==> src/core/dual_adc_consts.vh <==
// Purpose: Shared constants of the dual converter control and output block.
// Assumes: Byte-wide control registers reached over a plain address port.
// Notes:   Offsets are byte addresses of the control space.
`ifndef DUAL_ADC_CONSTS_VH
`define DUAL_ADC_CONSTS_VH

// ----------------------------------------------------------------------------
// Register offsets
// ----------------------------------------------------------------------------
`define REG_STATUS      9'h002
`define REG_POWER       9'h008
`define REG_CLOCK       9'h009
`define REG_DIVIDER     9'h00B
`define REG_OUTPUT      9'h014
`define REG_DCO         9'h016
`define REG_SYNC        9'h100

// ----------------------------------------------------------------------------
// Field positions and encodings
// ----------------------------------------------------------------------------
`define PWR_NORMAL      2'h0
`define PWR_DOWN        2'h1
`define PWR_STANDBY     2'h2
`define FMT_OFFSET      2'h0
`define FMT_TWOS        2'h1
`define FMT_GRAY        2'h2
`define OUT_DIS_A_BIT   4
`define OUT_DIS_B_BIT   5
`define OUT_MUX_BIT     6
`define DCO_INV_BIT     7
`define SYNC_EN_BIT     1
`define SYNC_ONCE_BIT   2
`define SYNC_ARMED_BIT  3

// ----------------------------------------------------------------------------
// Reset values
// ----------------------------------------------------------------------------
`define RST_POWER       2'h0
`define RST_DIV         3'h0
`define RST_OUTPUT      8'h00
`define RST_DCO         8'h00
`define RST_SYNC        8'h00

// ----------------------------------------------------------------------------
// Codes and timing
// ----------------------------------------------------------------------------
`define CODE_W          14
`define CODE_MIN        14'h0000
`define CODE_MAX        14'h3FFF
`define LATENCY         9
`define CLK_MHZ         20
`define STAB_MIN_MHZ    20
`define RELOCK_NS       1500
`define RELOCK_CYC      ((`RELOCK_NS * `CLK_MHZ + 999) / 1000)

`endif

==> src/core/dual_adc_ctrl.v <==
// Purpose: Control and output logic of a dual-channel 14-bit converter.
// Assumes: I_REF_CLK is the input clock; converter core results are synchronous.
// Notes:   Overview of operation follows; register space is byte wide.
`timescale 1ns/1ps
`include "dual_adc_consts.vh"

module dual_adc_ctrl #(
  parameter W        = `CODE_W,      // Code width.
  parameter LAT      = `LATENCY,     // Pipeline latency in sample cycles.
  parameter CLK_MHZ  = `CLK_MHZ,     // Input clock rate.
  parameter RELOCK   = `RELOCK_CYC   // Relock wait in input clock cycles.
) (
  input  wire         I_REF_CLK,       // Input clock.
  input  wire         I_RST_N,         // Synchronous reset, active low.
  input  wire [8:0]   I_ADDR,          // Register address.
  input  wire [7:0]   I_WDATA,         // Register write data.
  input  wire         I_WR,            // Write strobe.
  input  wire         I_RD,            // Read strobe.
  output reg  [7:0]   O_RDATA,         // Read data, one cycle after strobe.
  input  wire         I_ALIGN,         // External alignment input.
  input  wire         I_POWER_DOWN_PIN,// Power-down pin, high requests power-down.
  input  wire         I_OUTPUT_DISABLE,// Output-disable pin, high floats outputs.
  input  wire         I_PIN_MODE,      // High: format from strap pins.
  input  wire         I_FORMAT_STRAP,  // Format strap pin, high for twos complement.
  input  wire         I_STAB_STRAP,    // Stabilizer strap pin, high enables.
  input  wire [W-1:0] I_RAW_A,         // Channel A raw offset-binary code.
  input  wire         I_OVR_HI_A,      // Channel A above full scale.
  input  wire         I_OVR_LO_A,      // Channel A below full scale.
  input  wire [W-1:0] I_RAW_B,         // Channel B raw offset-binary code.
  input  wire         I_OVR_HI_B,      // Channel B above full scale.
  input  wire         I_OVR_LO_B,      // Channel B below full scale.
  output reg  [W-1:0] O_DATA_A,        // Channel A output data.
  output reg  [W-1:0] O_DATA_B,        // Channel B output data.
  output reg          O_OVR_A,         // Channel A over-range flag.
  output reg          O_OVR_B,         // Channel B over-range flag.
  output reg          O_DATA_A_OE,     // Channel A data drivers enabled.
  output reg          O_DATA_B_OE,     // Channel B data drivers enabled.
  output reg          O_DCO_A,         // Channel A data clock output.
  output reg          O_DCO_B,         // Channel B data clock output.
  output reg          O_DCO_A_OE,      // Channel A data clock enabled.
  output reg          O_DCO_B_OE,      // Channel B data clock enabled.
  output reg          O_SAMPLE_CLK,    // Internal sample clock.
  output reg          O_SAMPLE_TICK,   // One-cycle pulse at each sampling edge.
  output reg          O_REF_ON,        // Reference circuitry powered.
  output reg          O_CORE_ON,       // Converter core powered.
  output reg          O_STAB_LOCKED    // Stabilizer active and settled.
);

  // --------------------------------------------------------------------------
  // Control registers
  // --------------------------------------------------------------------------
  reg [1:0] pwr_mode;
  reg       stab_en;
  reg [2:0] div_sel;     // Ratio minus one.
  reg [7:0] out_ctrl;
  reg [7:0] dco_ctrl;
  reg [7:0] sync_ctrl;   // Bit 3 is the armed flag, set on write.
  reg       strap_fmt;
  reg       strap_stab;
  reg       strap_done;

  // Address decode shared by the write and the read path.
  function is_reg;
    input [8:0] a;
    input [8:0] r;
    begin
      is_reg = (a == r);
    end
  endfunction

  // --------------------------------------------------------------------------
  // Alignment synchronizer
  // --------------------------------------------------------------------------
  reg  align_meta;
  reg  align_sync;
  reg  align_prev;
  wire align_edge = align_sync & ~align_prev;

  // The first stage feeds only the second; edge detection reads later stages.
  always @(posedge I_REF_CLK) begin
    if (!I_RST_N) begin
      align_meta <= 1'b0;
      align_sync <= 1'b0;
      align_prev <= 1'b0;
    end else begin
      align_meta <= I_ALIGN;
      align_sync <= align_meta;
      align_prev <= align_sync;
    end
  end

  // Once-only mode needs the armed flag; every-pulse mode acts on each edge.
  wire align_hit = align_edge & sync_ctrl[`SYNC_EN_BIT] &
                   (~sync_ctrl[`SYNC_ONCE_BIT] | sync_ctrl[`SYNC_ARMED_BIT]);

  // --------------------------------------------------------------------------
  // Power state
  // --------------------------------------------------------------------------
  wire pd_req  = I_POWER_DOWN_PIN | (pwr_mode == `PWR_DOWN);
  wire stby    = ~pd_req & (pwr_mode == `PWR_STANDBY);
  wire running = ~pd_req & ~stby;

  // --------------------------------------------------------------------------
  // Register writes and strap capture
  // --------------------------------------------------------------------------
  // Straps are caught at the first clock after reset release, not under reset.
  always @(posedge I_REF_CLK) begin
    if (!I_RST_N) begin
      pwr_mode   <= `RST_POWER;
      stab_en    <= 1'b1;
      div_sel    <= `RST_DIV;
      out_ctrl   <= `RST_OUTPUT;
      dco_ctrl   <= `RST_DCO;
      sync_ctrl  <= `RST_SYNC;
      strap_fmt  <= 1'b0;
      strap_stab <= 1'b1;
      strap_done <= 1'b0;
    end else begin
      if (!strap_done) begin
        strap_fmt  <= I_FORMAT_STRAP;
        strap_stab <= I_STAB_STRAP;
        strap_done <= 1'b1;
      end
      // A used pulse disarms; a write in the same cycle rearms and wins.
      if (align_hit) begin
        sync_ctrl[`SYNC_ARMED_BIT] <= 1'b0;
      end
      if (I_WR) begin
        if (is_reg(I_ADDR, `REG_POWER)) begin
          pwr_mode <= I_WDATA[1:0];
        end
        if (is_reg(I_ADDR, `REG_CLOCK)) begin
          stab_en <= I_WDATA[0];
        end
        if (is_reg(I_ADDR, `REG_DIVIDER)) begin
          div_sel <= I_WDATA[2:0];
        end
        if (is_reg(I_ADDR, `REG_OUTPUT)) begin
          out_ctrl <= I_WDATA;
        end
        if (is_reg(I_ADDR, `REG_DCO)) begin
          dco_ctrl <= I_WDATA;
        end
        if (is_reg(I_ADDR, `REG_SYNC)) begin
          sync_ctrl <= {I_WDATA[7:4], 1'b1, I_WDATA[2:0]};
        end
      end
    end
  end

  // Strap mode overrides the register choices for format and stabilizer.
  wire [1:0] fmt_sel  = I_PIN_MODE ? (strap_fmt ? `FMT_TWOS : `FMT_OFFSET)
                                   : out_ctrl[1:0];
  wire       stab_sel = I_PIN_MODE ? strap_stab : stab_en;

  // --------------------------------------------------------------------------
  // Input clock divider
  // --------------------------------------------------------------------------
  // The loop is only run at sample rates of 20 MHz and up; below that it idles.
  // The rate is worked out at full width so a ratio of eight cannot wrap.
  wire [31:0] rate_min = ({29'h0, div_sel} + 32'h1) * `STAB_MIN_MHZ;
  wire        rate_ok  = (CLK_MHZ >= rate_min);
  wire        stab_ok  = stab_sel & rate_ok & running & (div_sel != 3'h0);
  wire [3:0]  ratio    = {1'b0, div_sel} + 4'h1;
  reg  [2:0]  div_cnt;
  wire [2:0]  half_pt  = ratio[3:1];
  wire        div_end  = (div_cnt == div_sel);

  // An accepted pulse returns the divider to count zero, its initial state.
  always @(posedge I_REF_CLK) begin
    if (!I_RST_N) begin
      div_cnt       <= 3'h0;
      O_SAMPLE_TICK <= 1'b0;
      O_SAMPLE_CLK  <= 1'b0;
    end else begin
      if (align_hit || div_end || !running) begin
        div_cnt <= 3'h0;
      end else begin
        div_cnt <= div_cnt + 3'h1;
      end
      O_SAMPLE_TICK <= running & (align_hit | div_end);
      // With the stabilizer the falling edge lands at half period, rounded down; without,
      // high lasts one input cycle, so odd ratios keep the raw duty cycle.
      if (!running) begin
        O_SAMPLE_CLK <= 1'b0;
      end else if (align_hit || div_end) begin
        O_SAMPLE_CLK <= 1'b1;
      end else if (stab_ok && (div_cnt + 3'h1 == half_pt)) begin
        O_SAMPLE_CLK <= 1'b0;
      end else if (!stab_ok) begin
        O_SAMPLE_CLK <= 1'b0;
      end
    end
  end

  // --------------------------------------------------------------------------
  // Stabilizer lock
  // --------------------------------------------------------------------------
  // Lock is only reported while the stabilizer really retimes the clock.
  reg  [15:0] lock_cnt;
  reg  [2:0]  div_seen;

  // A ratio change restarts the relock wait before locked is reported again.
  always @(posedge I_REF_CLK) begin
    if (!I_RST_N) begin
      lock_cnt      <= 16'h0000;
      div_seen      <= `RST_DIV;
      O_STAB_LOCKED <= 1'b0;
    end else begin
      div_seen <= div_sel;
      if (!stab_ok || div_seen != div_sel) begin
        lock_cnt      <= 16'h0000;
        O_STAB_LOCKED <= 1'b0;
      end else if ({16'h0000, lock_cnt} == RELOCK) begin
        O_STAB_LOCKED <= 1'b1;
      end else begin
        lock_cnt <= lock_cnt + 16'h0001;
      end
    end
  end

  // --------------------------------------------------------------------------
  // Format and pipeline, one lane per channel
  // --------------------------------------------------------------------------
  wire [W-1:0] raw  [0:1];
  wire [1:0]   hi;
  wire [1:0]   lo;
  wire [W:0]   lane_out [0:1];

  assign raw[0] = I_RAW_A;
  assign raw[1] = I_RAW_B;
  assign hi     = {I_OVR_HI_B, I_OVR_HI_A};
  assign lo     = {I_OVR_LO_B, I_OVR_LO_A};

  genvar ch;
  generate
    for (ch = 0; ch < 2; ch = ch + 1) begin : g_lane
      wire [W-1:0] code;
      wire         over;
      reg  [W:0]   pipe [0:LAT];
      integer      k;

      adc_code_format #(.W(W)) u_fmt (
        .i_raw     (raw[ch]),
        .i_over_hi (hi[ch]),
        .i_over_lo (lo[ch]),
        .i_fmt     (fmt_sel),
        .o_code    (code),
        .o_over    (over)
      );

      // Stage zero takes the sample; stage LAT holds it nine ticks later.
      always @(posedge I_REF_CLK) begin
        if (!I_RST_N) begin
          for (k = 0; k <= LAT; k = k + 1) begin
            pipe[k] <= {(W+1){1'b0}};
          end
        end else if (O_SAMPLE_TICK) begin
          pipe[0] <= {over, code};
          for (k = 1; k <= LAT; k = k + 1) begin
            pipe[k] <= pipe[k-1];
          end
        end
      end
      assign lane_out[ch] = pipe[LAT];
    end
  endgenerate

  // --------------------------------------------------------------------------
  // Output drivers
  // --------------------------------------------------------------------------
  // Multiplexed mode puts A on bus A while the sample clock is high and B
  // while it is low; bus B keeps its own lane so no data is lost.
  wire mux_on  = out_ctrl[`OUT_MUX_BIT];
  wire dco_inv = dco_ctrl[`DCO_INV_BIT];
  wire drive   = ~pd_req & ~stby & ~I_OUTPUT_DISABLE;
  wire [W:0] bus_a = (mux_on && !O_SAMPLE_CLK) ? lane_out[1] : lane_out[0];

  // Outputs are registered; the pin-level enable is not a fast bus switch.
  always @(posedge I_REF_CLK) begin
    if (!I_RST_N) begin
      O_DATA_A    <= {W{1'b0}};
      O_DATA_B    <= {W{1'b0}};
      O_OVR_A     <= 1'b0;
      O_OVR_B     <= 1'b0;
      O_DATA_A_OE <= 1'b0;
      O_DATA_B_OE <= 1'b0;
      O_DCO_A     <= 1'b0;
      O_DCO_B     <= 1'b0;
      O_DCO_A_OE  <= 1'b0;
      O_DCO_B_OE  <= 1'b0;
      O_REF_ON    <= 1'b0;
      O_CORE_ON   <= 1'b0;
    end else begin
      O_DATA_A    <= bus_a[W-1:0];
      O_OVR_A     <= bus_a[W];
      O_DATA_B    <= lane_out[1][W-1:0];
      O_OVR_B     <= lane_out[1][W];
      O_DCO_A     <= O_SAMPLE_CLK ^ dco_inv;
      O_DCO_B     <= O_SAMPLE_CLK ^ dco_inv;
      O_DATA_A_OE <= drive & ~out_ctrl[`OUT_DIS_A_BIT];
      O_DCO_A_OE  <= drive & ~out_ctrl[`OUT_DIS_A_BIT];
      O_DATA_B_OE <= drive & ~out_ctrl[`OUT_DIS_B_BIT];
      O_DCO_B_OE  <= drive & ~out_ctrl[`OUT_DIS_B_BIT];
      O_REF_ON    <= ~pd_req;
      O_CORE_ON   <= running;
    end
  end

  // --------------------------------------------------------------------------
  // Read path
  // --------------------------------------------------------------------------
  // Unmapped addresses and idle cycles read as zero.
  always @(posedge I_REF_CLK) begin
    if (!I_RST_N) begin
      O_RDATA <= 8'h00;
    end else if (!I_RD) begin
      O_RDATA <= 8'h00;
    end else if (is_reg(I_ADDR, `REG_STATUS)) begin
      O_RDATA <= {2'h0, div_cnt, O_STAB_LOCKED, stby, pd_req};
    end else if (is_reg(I_ADDR, `REG_POWER)) begin
      O_RDATA <= {6'h00, pwr_mode};
    end else if (is_reg(I_ADDR, `REG_CLOCK)) begin
      O_RDATA <= {7'h00, stab_en};
    end else if (is_reg(I_ADDR, `REG_DIVIDER)) begin
      O_RDATA <= {5'h00, div_sel};
    end else if (is_reg(I_ADDR, `REG_OUTPUT)) begin
      O_RDATA <= out_ctrl;
    end else if (is_reg(I_ADDR, `REG_DCO)) begin
      O_RDATA <= dco_ctrl;
    end else if (is_reg(I_ADDR, `REG_SYNC)) begin
      O_RDATA <= sync_ctrl;
    end else begin
      O_RDATA <= 8'h00;
    end
  end

endmodule // dual_adc_ctrl

==> src/core/adc_code_format.v <==
// Purpose: Clamps one raw conversion and casts it into the chosen code format.
// Assumes: Raw code is offset binary; over-range inputs are levels.
// Notes:   Purely combinational; the caller registers the result.
`timescale 1ns/1ps
`include "dual_adc_consts.vh"

module adc_code_format #(
  parameter W = `CODE_W
) (
  input  wire [W-1:0] i_raw,      // Raw offset-binary code.
  input  wire         i_over_hi,  // Input above positive full scale.
  input  wire         i_over_lo,  // Input below negative full scale.
  input  wire [1:0]   i_fmt,      // Selected output format.
  output reg  [W-1:0] o_code,     // Formatted code.
  output wire         o_over      // Over-range flag.
);

  // --------------------------------------------------------------------------
  // Gray conversion
  // --------------------------------------------------------------------------
  // Top bit kept; each lower bit xors with the next higher binary bit.
  function [W-1:0] to_gray;
    input [W-1:0] b;
    begin
      to_gray = b ^ (b >> 1);
    end
  endfunction

  reg [W-1:0] clamped;

  // Outside full scale the code pins at the matching end and the flag rises.
  assign o_over = i_over_hi | i_over_lo;

  // Clamp first so every format sees the same limit value.
  always @* begin
    clamped = i_raw;
    if (i_over_hi) begin
      clamped = {W{1'b1}};
    end else if (i_over_lo) begin
      clamped = {W{1'b0}};
    end
    case (i_fmt)
      `FMT_TWOS: o_code = {~clamped[W-1], clamped[W-2:0]};
      `FMT_GRAY: o_code = to_gray(clamped);
      default:   o_code = clamped;
    endcase
  end

endmodule // adc_code_format

==> config.mk <==
export PLATFORM = sky130hd
export DESIGN_NAME = dual_adc_ctrl
export DESIGN_NICKNAME = d
export VERILOG_FILES = /design/src/core/dual_adc_ctrl.v /design/src/core/adc_code_format.v
export VERILOG_INCLUDE_DIRS = /design/src /design/src/core
export SDC_FILE = /design/constraint.sdc
export NUM_CORES = 1
export LEC_CHECK = 0
export CORE_MARGIN = 1
export CORE_UTILIZATION = 57
export DETAILED_ROUTE_END_ITERATION = 12
export DONT_BUFFER_PORTS = 1
export PLACE_DENSITY = 0.75
export SYNTH_ARGS = -nofsm -noshare
export SYNTH_HDL_FRONTEND = slang
export SYNTH_SLANG_ARGS = --single-unit
export TNS_END_PERCENT = 30
==> constraint.sdc <==
create_clock -name I_REF_CLK -period 9.05 [get_ports I_REF_CLK]
set_input_delay 1.3575 -clock I_REF_CLK [delete_from_list [all_inputs] [get_ports I_REF_CLK]]
set_output_delay 1.3575 -clock I_REF_CLK [all_outputs]
set_load 0.05 [all_outputs]
==> out/summary.log <==
[run_status] outcome completed
[route] final antenna-violating net count 0
[worst_setup_path] type of element launching the critical path flip-flop
[worst_setup_path] worst setup path class flip-flop to flip-flop
[job] number of max-capacitance violations reported 0
[synthesis] average cell area after synthesis 12.55 um^2
[cells_and_area] area taken by multi-input logic gates 4822 um^2
[cts] total setup buffers inserted after CTS 0
[cts] clock root buffer clkbuf_16
[cells_and_area] area added between synthesis and finish 8.280%
[route] Detailed Route Iter0 Violations 865
[cells_and_area] net total in the final layout 1,326
[floorplanning] CORE AREA 28,010 um^2
[floorplanning] Die H 171.4 um
[timing] final-report max-slew violation count 0
[timing] setup repair after global routing missed its margin false
[worst_setup_path] count of cells along the worst register-to-register path 9
[timing] Setup Viol. Count Final 0
[route] average wire per cell in the routed design 14.95 um
[timing] Tightest Pin Transition 1.103 ns
[synthesis] Mapped Area 16,360 um^2
[global_routing] residual overflow from global routing 0
[placement] placed wire-length estimate 14,050 um
[cts] maximum level of the CTS H-tree 2
[floorplanning] die extent in x 171.4 um
[timing] shortest period the worst path allows 3.259 ns
[timing] Final period util 36.01%
[synthesis] top cell type's share of synthesized area 55.05%
[global_routing] largest net degree at the start of global routing 348
[synthesis] net count of the mapped netlist 1,374
[worst_setup_path] largest driver fanout on the critical path 17
[route] final wirelength 24,820 um
[synthesis] cells after synthesis 1,304
[route] via-per-instance ratio 5.564
[cells_and_area] antenna diode count 0
[synthesis] largest cells by area after synthesis edfxtp_1 55%, dfxtp_1 13%, and3_1 11%
[placement] number of input and output port buffers inserted 0
[global_routing] GRT Util Overall 17.19%
[timing] final sum of negative setup slack 0 ns
[cts] clock tree buffer depth 3
[timing] worst clock skew 0.009830 ns
[power_and_ir_drop] worst supply voltage drop on vdd 0.0001259 V
[power_and_ir_drop] reported leakage power 0.007477 uW
[worst_setup_path] required time of the critical path 9.47 ns
[route] # DRC 0
[cts] post-cts repair resize count 0
[worst_setup_path] Worst Path Arrival 3.68 ns
[floorplanning] number of placed I/O pins 108
[cells_and_area] area occupied by registers 11,090 um^2
[floorplanning] initial core utilization 58.42%
[power_and_ir_drop] Power Density 212.0 nW/um^2
[timing] maximum frequency from static timing analysis 306.8 MHz
[global_routing] via count of the first global-routing pass 8,597
[cts] number of buffers created by CTS 40
[synthesis] Yosys warning total 0
[global_routing] initial antenna violation count 1
[global_routing] first-pass GRT wire length 40,950 um
[min_path] hold-critical path depth 1
[cts] number of hold buffers added after CTS 0
[synthesis] post-synthesis cell type with the largest combined area edfxtp_1
[cells_and_area] fraction of final layout cells sized beyond drive strength 1 6.396%
[route] vias after detailed routing 9,236
[cts] clock-pin slew on the worst setup and hold paths 0.06 ns
[floorplanning] placement row count 61
[timing] final hold violations 0
[cells_and_area] post-route core utilization 63.26%
[route] Detailed Routing Iterations Pass 1 5
[cts] CTS sink count 404
[synthesis] dominant register cell in the synthesized netlist edfxtp_1
[synthesis] number of distinct library cell variants in the gate-level netlist after synthesis 55
[cts] CTS tree yes
[cells_and_area] filler instances 2,044
[timing] Slew HR 26.48%
[placement] routability-driven placement congestion ratio 0.9068
[cts] clock latency at the later pin of the worst-skew pair 0.52 ns
[synthesis] async set or reset register ratio after synthesis 0%
[min_path] worst hold path class flip-flop to flip-flop
[synthesis] number of enable flip-flop cells after synthesis 300
[worst_setup_path] Setup crit end kind flip-flop
[floorplanning] Die Footprint 29,390 um^2
[synthesis] register area share after synthesis 67.77%
[synthesis] Synth Register Bits 404
## kinds of logic (layout without fill, tap and decap cells)
family	after synthesis	count (layout)	synth area share (%)
buffers and inverters	114	92	2.806
AND/OR/NAND/NOR	581	581	19.64
AO/OA/AOI/OAI	140	140	5.773
multiplexers	26	26	1.621
XOR/XNOR	28	28	1.499
adder cells (fa/ha/maj)	11	11	0.8869
flip-flops	404	404	67.77
## report_power, final
| group | leakage (uW) | total [uW] | internal, uW | switching, uW |
|---|---|---|---|---|
| clock | 0.000599 | 1510 | 882 | 630 |
| combinational | 0.00283 | 108 | 38.4 | 70.1 |
| sequential | 0.00405 | 2140 | 2080 | 50.8 |
## routing by layer
layer  wire length (um)  GRT usage (%)  vias up
met2              11490          28.62      278
met5                  0              0        -
met3               1619          4.165       45
met4                592          5.901        0
met1              11120          21.99     4277
li1                   -              -     4636
## worst max-delay path: stages, from the launching register on
cell	delay, ns
dfxtp_1	0.58
inv_1	0.09
ha_1	0.35
ha_1	0.30
ha_1	0.23
fa_1	0.42
a2111oi_0	0.32
o211a_1	0.26
nand3_2	0.32
a211oi_1	0.28
## layout make-up
cell class,instances,area share (%)
Multi-Input combinational cell,786,27.21
Tap cell,378,2.669
Timing Repair Buffer,5,0.2824
Sequential cell,404,62.61
Inverter,19,0.4025
Clock inverter,9,0.2966
Clock buffer,59,6.525
## path summary, 6_finish.rpt
| check | slack [ns] | to | start |
|---|---|---|---|
| setup / recovery | 5.79 | lock_cnt[1] | div_sel[0] |
| hold / removal | 0.43 | align_sync | align_meta |
| setup reg to reg | 5.79 | lock_cnt[1] | div_sel[0] |
| hold reg to reg | 0.43 | align_sync | align_meta |
## metrics by stage
| step | setup WS, ns | area [um^2] | power, uW | hold WS (ns) | instances |
|---|---|---|---|---|---|
| after floorplan | 3.112 | 16370 | 2287 | 0.4119 | 1304 |
| after global placement | 5.501 | 16510 | 2278 | 0.4221 | 1592 |
| after detailed placement | 5.479 | 16510 | 2284 | 0.4209 | 1592 |
| after CTS | 5.767 | 17720 | 3797 | 0.4348 | 1660 |
| after global routing | 5.503 | 17720 | 3890 | 0.4539 | 1660 |
| final | 5.791 | 17720 | 3756 | 0.4326 | 1660 |
## sequential cells by signal, summed over array words and instances, names as in the netlist, 3 cells and up
name	cells
O_DATA_A	14
div_seen	3
div_cnt	3
dco_ctrl	8
out_ctrl	8
lock_cnt	16
g_lane.pipe	300
sync_ctrl	8
div_sel	3
O_DATA_B	14
O_RDATA	8
## placed cells by master, fill, tap and decap left out, drive strengths merged, types with 15 or more instances in the layout
| cell | count |
|---|---|
| edfxtp | 300 |
| and3 | 276 |
| nand2 | 109 |
| dfxtp | 104 |
| nor2 | 74 |
| clkbuf | 59 |
| a21boi | 41 |
| a21oi | 37 |
| and2 | 26 |
| mux2i | 22 |
| inv | 22 |
| nand2b | 16 |
| o21ai | 15 |
| nand3 | 15 |
## Yosys cell counts, types with 12 or more instances
| master | number |
|---|---|
| inv_1 | 19 |
| nand2b_1 | 16 |
| a21boi_0 | 41 |
| nand2_1 | 109 |
| a21oi_1 | 37 |
| xor2_1 | 14 |
| nand4_1 | 12 |
| nor2b_1 | 13 |
| edfxtp_1 | 300 |
| nand3_1 | 14 |
| dfxtp_1 | 104 |
| nor2_1 | 74 |
| xnor2_1 | 14 |
| mux2i_1 | 22 |
| and3_1 | 276 |
| o21ai_0 | 15 |
| and2_1 | 26 |
| clkbuf_1 | 83 |
| nand3b_1 | 13 |
No activity file was read; power rests on OpenSTA's default activity.
